### src/hw/cso_defs.svh
// Constants for the clock output stop control block
//
// Contract
// - Stoppable CPU outputs halt two to six periods
// - Stopped CPU output parks true high, complement low
// - CPU stop leaves every other clock running
// - Per-output setting decides CPU stop response
// - No short or stretched pulse on resume
// - CPU outputs toggle within two cycles after release
// - Link stop pin stops and restarts PCI outputs
// - Free PCI and SRC obey own select bit
// - Stoppable SRC outputs behave like CPU outputs
// - PCI outputs resume within two PCI periods
// - Link stop release restarts SRC like CPU
`ifndef CSO_DEFS_SVH
`define CSO_DEFS_SVH

// Output counts per group
`define CSO_N_CPU        2
`define CSO_N_SRC        4
`define CSO_N_PCI_FREE_CLK       2
`define CSO_N_PCI        4

// Synchroniser depth and its idle value (pins deasserted high)
`define CSO_SYNC_W       3
`define CSO_SYNC_RST     3'h7

// Timing of the modelled clocks, in ns and in system clock cycles
`define CSO_SYS_PERIOD_NS   10
`define CSO_CPU_PERIOD_NS   20
`define CSO_CPU_PERIOD_CYC  (`CSO_CPU_PERIOD_NS / `CSO_SYS_PERIOD_NS)
`define CSO_PCI_PERIOD_NS   40
`define CSO_PCI_PERIOD_CYC  (`CSO_PCI_PERIOD_NS / `CSO_SYS_PERIOD_NS)

// PCI divider: two-bit count, output is its top bit
`define CSO_PCI_CNT_W    2
`define CSO_PCI_CNT_MSB  1
`define CSO_PCI_CNT_ONE  2'h1
`define CSO_PCI_CNT_RST  2'h0
`define CSO_PCI_PARK_CNT 2'h3

// Longest wait for a park point, in system clock cycles
`define CSO_CPU_PARK_WAIT 2
`define CSO_PCI_PARK_WAIT 4

`endif

### src/hw/cso_pkg.sv
// Types shared by the clock output stop control block
`include "cso_defs.svh"

package cso_pkg;

    // Stoppable settings, one bit per CPU, SRC and free PCI output, 1 = stoppable
    typedef struct packed {
        logic [`CSO_N_CPU-1:0]  cpu_en;
        logic [`CSO_N_SRC-1:0]  src_en;
        logic [`CSO_N_PCI_FREE_CLK-1:0] pci_free_clk_en;
    } cso_stop_cfg_t;

    // All gated clock outputs
    typedef struct packed {
        logic [`CSO_N_CPU-1:0]  cpu_clk_true;
        logic [`CSO_N_CPU-1:0]  cpu_clk_comp;
        logic [`CSO_N_SRC-1:0]  link_ref_clk_true;
        logic [`CSO_N_SRC-1:0]  link_ref_clk_comp;
        logic [`CSO_N_PCI_FREE_CLK-1:0] pci_free_clk;
        logic [`CSO_N_PCI-1:0]  pci_clk;
    } cso_clk_out_t;

endpackage

### src/hw/cso_clock_stop.sv
// Clock output stop control: gates CPU, SRC, free PCI and PCI outputs
`timescale 1ns/1ps
`include "cso_defs.svh"

module cso_clock_stop (
    input  wire logic                   clk_i,
    input  wire logic                   srst_i,
    input  wire logic                   cpu_stop_n_i,      // CPU stop pin
    input  wire logic                   pci_link_stop_n_i, // PCI/SRC stop pin
    input  wire cso_pkg::cso_stop_cfg_t cfg_i,             // Stoppable bits
    output cso_pkg::cso_clk_out_t       clocks_o           // Gated clocks
);

    ////////////////////////////////////////////////////////////////////
    // Declarations

    logic                      cpu_ph_reg;   // Free CPU phase, true leg
    logic                      cpu_ph_next;
    logic [`CSO_PCI_CNT_W-1:0] pci_cnt_reg;  // Free PCI divider
    logic [`CSO_PCI_CNT_W-1:0] pci_cnt_next;
    cso_pkg::cso_clk_out_t     clocks_reg;   // Output flops
    cso_pkg::cso_clk_out_t     clocks_next;

    logic cpu_stopped;       // CPU gate, registered
    logic cpu_stopped_next;  // CPU gate, next value
    logic src_stopped;       // SRC gate, registered
    logic src_stopped_next;  // SRC gate, next value
    logic pci_stopped;       // PCI gate, registered
    logic pci_stopped_next;  // PCI gate, next value
    logic cpu_park;          // CPU true leg goes high next
    logic pci_park;          // PCI output goes low next

    // Park points come from the free phases, never from gated outputs
    assign cpu_park = ~cpu_ph_reg;
    assign pci_park = (pci_cnt_reg == `CSO_PCI_PARK_CNT);

    ////////////////////////////////////////////////////////////////////
    // Stop gates: CPU pin, and the link pin twice, once per domain

    // CPU outputs sample the CPU stop pin on the CPU phase
    cso_stop_sync #(
        .PARK_WAIT (`CSO_CPU_PARK_WAIT)
    ) u_cpu_gate (
        .clk_i          (clk_i),
        .srst_i         (srst_i),
        .stop_n_i       (cpu_stop_n_i),
        .park_i         (cpu_park),
        .stopped_next_o (cpu_stopped_next),
        .stopped_o      (cpu_stopped)
    );

    // SRC follows CPU sampling and parking, driven by the link pin
    cso_stop_sync #(
        .PARK_WAIT (`CSO_CPU_PARK_WAIT)
    ) u_src_gate (
        .clk_i          (clk_i),
        .srst_i         (srst_i),
        .stop_n_i       (pci_link_stop_n_i),
        .park_i         (cpu_park),
        .stopped_next_o (src_stopped_next),
        .stopped_o      (src_stopped)
    );

    // PCI and free PCI outputs park low on the PCI phase
    cso_stop_sync #(
        .PARK_WAIT (`CSO_PCI_PARK_WAIT)
    ) u_pci_gate (
        .clk_i          (clk_i),
        .srst_i         (srst_i),
        .stop_n_i       (pci_link_stop_n_i),
        .park_i         (pci_park),
        .stopped_next_o (pci_stopped_next),
        .stopped_o      (pci_stopped)
    );

    ////////////////////////////////////////////////////////////////////
    // Free-running phases: never gated, so the rest keeps running
    always_comb
    begin
        cpu_ph_next  = ~cpu_ph_reg;
        pci_cnt_next = pci_cnt_reg + `CSO_PCI_CNT_ONE;
    end

    // Phase registers
    always_ff @(posedge clk_i)
    begin
        if (srst_i)
        begin
            cpu_ph_reg  <= 1'b0;
            pci_cnt_reg <= `CSO_PCI_CNT_RST;
        end
        else
        begin
            cpu_ph_reg  <= cpu_ph_next;
            pci_cnt_reg <= pci_cnt_next;
        end
    end

    ////////////////////////////////////////////////////////////////////
    // Output gating. Settings come from same-clock control logic;
    // changing them while stopped may cut a pulse, so software
    // should only change them while the stop pins are high.
    always_comb
    begin
        // Stopped and stoppable: true held high, complement low
        clocks_next.cpu_clk_true = {`CSO_N_CPU{cpu_ph_next}}
            | (cfg_i.cpu_en & {`CSO_N_CPU{cpu_stopped_next}});
        clocks_next.cpu_clk_comp = ~clocks_next.cpu_clk_true;
        // SRC parks the same way, gated by its own bits
        clocks_next.link_ref_clk_true = {`CSO_N_SRC{cpu_ph_next}}
            | (cfg_i.src_en & {`CSO_N_SRC{src_stopped_next}});
        clocks_next.link_ref_clk_comp = ~clocks_next.link_ref_clk_true;
        // Free PCI outputs stop low only where selected
        clocks_next.pci_free_clk =
            {`CSO_N_PCI_FREE_CLK{pci_cnt_next[`CSO_PCI_CNT_MSB]}}
            & ~(cfg_i.pci_free_clk_en & {`CSO_N_PCI_FREE_CLK{pci_stopped_next}});
        // Plain PCI outputs always obey the link pin
        clocks_next.pci_clk =
            {`CSO_N_PCI{pci_cnt_next[`CSO_PCI_CNT_MSB]}}
            & ~{`CSO_N_PCI{pci_stopped_next}};
    end

    // Output flops; reset shows the CPU true legs low, PCI low
    always_ff @(posedge clk_i)
    begin
        if (srst_i)
        begin
            clocks_reg <= '0;
        end
        else
        begin
            clocks_reg <= clocks_next;
        end
    end

    assign clocks_o = clocks_reg;
endmodule // cso_clock_stop

### src/hw/cso_stop_sync.sv
// Stop pin synchroniser and park-aligned gate
`timescale 1ns/1ps
`include "cso_defs.svh"

module cso_stop_sync #(
    parameter int PARK_WAIT = 2
) (
    input  wire logic clk_i,
    input  wire logic srst_i,
    input  wire logic stop_n_i,       // Asynchronous stop pin, low = stop
    input  wire logic park_i,         // Next output value is the park level
    output logic      stopped_next_o, // Gate value for the coming cycle
    output logic      stopped_o       // Registered gate
);

    logic [`CSO_SYNC_W-1:0] sync_reg;      // Pin synchroniser chain
    logic [`CSO_SYNC_W-1:0] sync_next;
    logic                   stop_lvl_reg;  // Agreed stop request
    logic                   stop_lvl_next;
    logic                   stopped_reg;   // Gate, moves only at park
    logic                   stopped_next;

    ////////////////////////////////////////////////////////////////////
    // Next state: stage 0 only feeds stage 1
    always_comb
    begin
        sync_next     = {sync_reg[`CSO_SYNC_W-2:0], stop_n_i};
        stop_lvl_next = stop_lvl_reg;
        stopped_next  = stopped_reg;
        // Accept a level once stages 1 and 2 agree
        if (sync_reg[`CSO_SYNC_W-2] == sync_reg[`CSO_SYNC_W-1])
        begin
            stop_lvl_next = ~sync_reg[`CSO_SYNC_W-1];
        end
        // Gate flips only when the output sits at park level,
        // so no pulse is ever cut or lengthened
        if (park_i)
        begin
            stopped_next = stop_lvl_reg;
        end
    end

    // Registers
    always_ff @(posedge clk_i)
    begin
        if (srst_i)
        begin
            sync_reg     <= `CSO_SYNC_RST;
            stop_lvl_reg <= 1'b0;
            stopped_reg  <= 1'b0;
        end
        else
        begin
            sync_reg     <= sync_next;
            stop_lvl_reg <= stop_lvl_next;
            stopped_reg  <= stopped_next;
        end
    end

    assign stopped_next_o = stopped_next;
    assign stopped_o      = stopped_reg;
endmodule // cso_stop_sync

### config.mk
export PLATFORM = sky130hd
export DESIGN_NAME = cso_clock_stop
export DESIGN_NICKNAME = d
export VERILOG_FILES = /design/src/hw/cso_pkg.sv /design/src/hw/cso_clock_stop.sv /design/src/hw/cso_stop_sync.sv
export VERILOG_INCLUDE_DIRS = /design/src /design/src/hw
export SDC_FILE = /design/constraint.sdc
export NUM_CORES = 1
export LEC_CHECK = 0
export ABC_CLOCK_PERIOD_IN_PS = 1900
export BUFFER_PORTS_ARGS = -buffer_cell sky130_fd_sc_hd__clkbuf_2
export CORE_ASPECT_RATIO = 0.8
export CORE_MARGIN = 1.5
export CORE_UTILIZATION = 50
export DETAILED_ROUTE_END_ITERATION = 10
export GPL_TIMING_DRIVEN = 1
export PLACE_DENSITY = 0.79
export SYNTH_ARGS = -nofsm -noshare
export SYNTH_HDL_FRONTEND = slang
export SYNTH_SLANG_ARGS = --single-unit
### constraint.sdc
create_clock -name clk_i -period 1.9 [get_ports clk_i]
set_input_delay 0.19 -clock clk_i [delete_from_list [all_inputs] [get_ports clk_i]]
set_output_delay 0.19 -clock clk_i [all_outputs]
set_load 0.02 [all_outputs]
==> impl_metrics.csv, run 1 <==
group,metric,value,unit
status,status,"finished clean",
placed_design,io_buffers,29,
cells_and_area,final_cell_mix,"29 x dfxtp_1, 29 x clkbuf_2, 16 x a21oi_1",
global_routing,grt_pass1_wl,1.97,mm
hold_path,hp-class,"in2reg",
sta,finalMaxSlewViolations,0,
sta,setup_violations,0,
cts,holdBufCountCts,0,
yosys,synthTopCellsByArea,"dfxtp_1 65%, a21oi_1 9.0%, or2_2 5.6%",
setup_path,critical_path_class,"reg2reg",
cells_and_area,diodes,0,
cells_and_area,largest_reg_flops,15,
placed_design,hpwl,963,um
routing,vias,614,
yosys,synth_area_per_cell,11.0,um2
setup_path,cp.arrival,1.26,ns
routing,drt_iter0_markers,10,
sta,rsz0062_at_grt,"false",
sta,worstMarginPinSlew,0.366,ns
cts,cts_setup_buffers,0,
yosys,synth_cell_types,14,
routing,wire_per_inst,10.0,um
yosys,synthesis.area,890,um2
sta,timing.final.crit_share,0.563,
routing,postRouteAntennaNets,0,
yosys,ys_ff_latch,29,
global_routing,grt.total_usage,0.143,
sta,hold_viol,0,
floorplanning,dieArea,2040,um2
yosys,synth_top_cell_by_area,"dfxtp_1",
setup_path,path_max_fanout,4,
routing,vias_per_cell,4.62,
yosys,yosysSeqAreaShare,0.653,
sta,period_needed,1.07,ns
cells_and_area,final_layout_size_suffix_gt1_frac,0.423,
global_routing,grt_max_degree,22,
sta,relSlewSlack,0.756,
cts,htree_levels,2,
setup_path,startpoint_type,"register",
global_routing,grt_overflow,0,
yosys,synth_cells,81,
yosys,synth.top_cell.area_share,0.653,
power,cellLeakagePower,0.508,nW
cells_and_area,post-route-util,0.669,
sta,tns,0,ns
cts,clockBufferDepth,2,
power,irDropWorstVdd,905,uV
flow_run,cap_viol_max_count,0,
floorplanning,initial_core_util,0.542,
cts,clk_latency,0.31,ns
floorplanning,io_pins,30,
power,p_per_area,1160,nW/um2
cts,cts_tree,"yes",
placed_design,gp_congestion,0.672,
cts,cts_sinks,29,
cts,cts_resized,0,
global_routing,grt_pass1_vias,482,
routing,route.detailed.drc,0,
yosys,syn-num-nets,94,
cts,cts_buffers,5,
setup_path,required,2.09,ns
global_routing,antenna_found_initial,0,
yosys,yosysWarnings,0,
floorplanning,die_y,40.7,um
sta,skew,0.00480,ns
sta,fmax,934,MHz
cts,path_clk_slew,0.08,ns
routing,drt_pass1_iterations,4,
cells_and_area,synthToLayoutAreaGrowth,23.6,%
cts,clockRootBuffer,"clkbuf_4",
floorplanning,row_count,13,
routing,wl,1.33,mm
floorplanning,core_region_area,1640,um2
floorplanning,dieWidth,50.2,um
cells_and_area,nNetsFinal,123,
setup_path,endpoint_kind,"register",
worst paths after layout:
check | start | to | slack, ns | cells after the start
worst max-delay path | pci_cnt_reg[0]$_SDFF_PP0_ | u_pci_gate.stopped_o$_SDFF_PP0_ | 0.83 | 3
worst min-delay path | cfg_i[1] | clocks_o[5]$_SDFF_PP0_ | 0.05 | 2
worst max register to register | pci_cnt_reg[0]$_SDFF_PP0_ | u_pci_gate.stopped_o$_SDFF_PP0_ | 0.83 | 3
worst min register to register | u_src_gate.sync_reg[0]$_SDFF_PP1_ | u_src_gate.sync_reg[1]$_SDFF_PP1_ | 0.42 | 1
layer usage:
metal | share of wire | GRT usage | wire length [um]
met2 | 0.48 | 0.253 | 638
met3 | 0.070 | 0.0766 | 94
met1 | 0.44 | 0.145 | 591
met5 | 0 | 0 | 0
met4 | 0.0067 | 0.0625 | 9
report_power, final:
part / internal (mW) / switching [mW] / leakage (nW)
Combinational: 0.0408 / 0.0695 / 0.223
Clock: 0.314 / 0.190 / 0.0455
Sequential: 0.641 / 0.0149 / 0.240
Total: 0.996 / 0.274 / 0.508
layout make-up:
class,instances,area [um2]
Fill cell,141,543
Timing Repair Buffer,29,145
Clock inverter,1,30.0
Clock buffer,7,55.1
Sequential cell,29,581
Tap cell,22,27.5
Multi-Input combinational cell,44,258
Inverter,1,3.75
logic make-up after synthesis:
logic type / count (synthesis) / synth area share
AOI/OAI and AO/OA: 18 / 0.113
adders and majority gates: 1 / 0.0141
buffers and inverters: 8 / 0.0577
DFF: 29 / 0.653
muxes: 3 / 0.0394
and+or+nand+nor: 22 / 0.124
worst max-delay path, cell delays in order (launching register included):
cell and delay, ns:
dfxtp_1 0.32, ha_1 0.20, mux2_4 0.31, nor2b_1 0.13
synth_stat cells:
| cell | instances |
|---|---|
| nor2_1 | 5 |
| dfxtp_1 | 29 |
| a21oi_1 | 16 |
| buf_2 | 2 |
| ha_1 | 1 |
| nand2_1 | 6 |
| or2_2 | 8 |
| a21bo_2 | 2 |
| nand2b_1 | 2 |
| buf_4 | 5 |
| inv_1 | 1 |
| mux2_4 | 1 |
| mux2i_1 | 2 |
| nor2b_1 | 1 |
metrics by stage:
stage               instances  power, mW  area, um2  hold slack, ns  setup slack (ns)
floorplan                  81      0.747        890           0.282             0.870
global placement          125      0.778       1010           0.366             0.847
detailed placement        125      0.782       1010           0.368             0.826
CTS                       133       1.29       1100          0.0423             0.823
global route              133       1.33       1100          0.0311             0.781
finish                    133       1.27       1100          0.0502             0.830
(Power assumes the default switching activity.)
==> inputs of run 2 (changes only) <==
- ABC_CLOCK_PERIOD_IN_PS: 1900 -> 1100
- CORE_UTILIZATION: 50 -> 46
- PLACE_DENSITY: 0.79 -> 0.74
- clock period: 1.9 -> 1.1 ns (I/O delays scaled with it)
==> run 2 against run 1 <==
Routed wire length is 15% higher. Setup slack worse by 0.78 ns. Largest cell class unchanged. Core utilization is 0.23 points lower. Largest power group unchanged. Global-route usage is 1.4 points higher.
==> impl_metrics.csv, run 2 (synthesis gave the netlist of run 1 again) <==
group,metric,value,unit
status,status,"finished clean",
power,p_sw_frac,0.214,
setup_path,cp.arrival,1.27,ns
sta,hold_viol,0,
sta,finalMaxSlewViolations,0,
hold_path,holdPathStages,2,
hold_path,hold_path_startpoint,"srst_i",
power,cellLeakagePower,0.568,nW
global_routing,grt_overflow,0,
routing,vias_per_cell,4.43,
sta,holdWs,0.0698,ns
cells_and_area,post-route-util,0.667,
cts,cts_setup_buffers,0,
cells_and_area,finalInstanceArea,1240,um2
routing,vias,651,
placed_design,io_buffers,29,
sta,skew,0.00830,ns
power,power_frac_clock,0.439,
setup_path,required,1.32,ns
floorplanning,dieArea,2210,um2
setup_path,cpPeakStageDelay,0.34,ns
placed_design,pre_cts_ws,0.0330,ns
power,p_sw,0.519,mW
setup_path,r2r-end,"u_pci_gate.stopped_o$_SDFF_PP0_",
setup_path,regToRegSetupSlack,0.05,ns
routing,postRouteAntennaNets,0,
global_routing,grt_max_degree,13,
routing,drt_iter0_markers,4,
power,p_comb_frac,0.095,
cells_and_area,largest_reg_flops,15,
setup_path,worstPathCellList,"ha_2 -> mux2_4 -> nor2b_1",
setup_path,reg2reg_depth,3,
sta,tns,0,ns
cts,clockRootBuffer,"clkbuf_4",
cts,htree_levels,2,
sta,fmax,954,MHz
setup_path,critical_path_class,"reg2reg",
cts,cts_tree,"yes",
global_routing,grt.total_usage,0.157,
sta,worstMarginPinSlew,0.273,ns
routing,drt_pass1_iterations,4,
setup_path,crit_slowest_cell,"dfxtp_2",
cells_and_area,fillers,149,
floorplanning,dieWidth,52.2,um
sta,rsz0062_at_grt,"false",
cells_and_area,final_cell_mix,"29 x clkbuf_2, 28 x dfxtp_1, 16 x a21oi_1",
cts,cts_sinks,29,
sta,relSlewSlack,0.818,
routing,wire_per_inst,10.4,um
setup_path,path_max_fanout,4,
floorplanning,initial_core_util,0.479,
cells_and_area,diodes,0,
routing,wl,1.53,mm
hold_path,holdPathEnd,"pci_cnt_reg[0]$_SDFF_PP0_",
cells_and_area,final_common_cell,"clkbuf_2",
cts,path_clk_slew,0.10,ns
floorplanning,core_region_area,1860,um2
power,p_int,1.91,mW
power,seqPwrFrac,0.466,
cts,clk_latency,0.32,ns
global_routing,grt_pass1_wl,2.40,mm
sta,setup_violations,0,
hold_path,hp-class,"in2reg",
flow_run,cap_viol_max_count,0,
setup_path,endpoint_kind,"register",
placed_design,gp_congestion,0.625,
cells_and_area,regArea,582,um2
sta,timing.final.crit_share,0.953,
global_routing,antenna_found_initial,0,
cells_and_area,synthToLayoutAreaGrowth,39.2,%
sta,finalWorstSetupSlack,0.0519,ns
cells_and_area,multi_input_area,260,um2
floorplanning,row_count,14,
placed_design,post_dp_cell_area,1030,um2
routing,route.detailed.drc,0,
sta,period_needed,1.05,ns
cells_and_area,final_layout_size_suffix_gt1_frac,0.423,
floorplanning,io_pins,30,
power,irDropWorstVdd,1270,uV
power,p_per_area,1960,nW/um2
floorplanning,die_y,42.3,um
cells_and_area,nNetsFinal,135,
placed_design,hpwl,972,um
global_routing,grt_pass1_vias,585,
cts,cts_buffers,5,
setup_path,startpoint_type,"register",
setup_path,r2r_start,"pci_cnt_reg[0]$_SDFF_PP0_",
cts,clockBufferDepth,2,
## run 2: area by class of cell
class,count,area share
multi-input combinational,44,0.210
clock inverter,3,0.0525
sequential,29,0.470
timing repair buffer,41,0.210
tap,24,0.0242
clock buffer,5,0.0303
inverter,1,0.00303
## run 2: metrics by stage
step,power (mW),instances
after floorplan,1.29,81
after global placement,1.35,129
after detailed placement,1.36,129
after CTS,2.45,147
after global routing,2.52,147
final,2.43,147
## run 2: layer usage
metal	wire length (um)	global-route usage	vias to the layer above
met3	90	0.0964	2
met5	0	0	-
met2	688	0.248	22
met4	10	0.0615	0
li1	-	-	343
met1	744	0.168	284
## run 2: power by group through the flow
stage                     Sequential, mW  Combinational, mW  Clock, mW
final                               1.13              0.230       1.07
after global routing                1.14              0.249       1.13
after CTS                           1.13              0.229       1.09
after detailed placement            1.16              0.200          0
after global placement              1.15              0.198          0
after floorplan                     1.20             0.0903          0
## run 2: critical path, delay by kind of cell, from the launching register on
family                   cells  cell delay (ns)
flip-flops                   1             0.34
multiplexers                 1             0.31
AND/OR/NAND/NOR              1             0.13
adder cells (fa/ha/maj)      1             0.17
## run 2: worst max path at each step
stage | to | cells after the start | slack (ns) | startpoint
floorplan | u_pci_gate.stopped_o$_SDFF_PP0_ | 3 | 0.07 | pci_cnt_reg[0]$_SDFF_PP0_
global placement | u_pci_gate.stopped_o$_SDFF_PP0_ | 3 | 0.05 | pci_cnt_reg[0]$_SDFF_PP0_
detailed placement | u_pci_gate.stopped_o$_SDFF_PP0_ | 3 | 0.03 | pci_cnt_reg[0]$_SDFF_PP0_
CTS | u_pci_gate.stopped_o$_SDFF_PP0_ | 3 | 0.03 | pci_cnt_reg[0]$_SDFF_PP0_
global route | clocks_o[5]$_SDFF_PP0_ | 3 | 0.005 | pci_cnt_reg[0]$_SDFF_PP0_
finish | u_pci_gate.stopped_o$_SDFF_PP0_ | 3 | 0.05 | pci_cnt_reg[0]$_SDFF_PP0_
## run 2: repair_timing
action	in CTS	in global routing
endpoints found under the hold margin	10	0
hold buffers	10	0
gates resized for setup	0	2
setup endpoints to repair	0	3
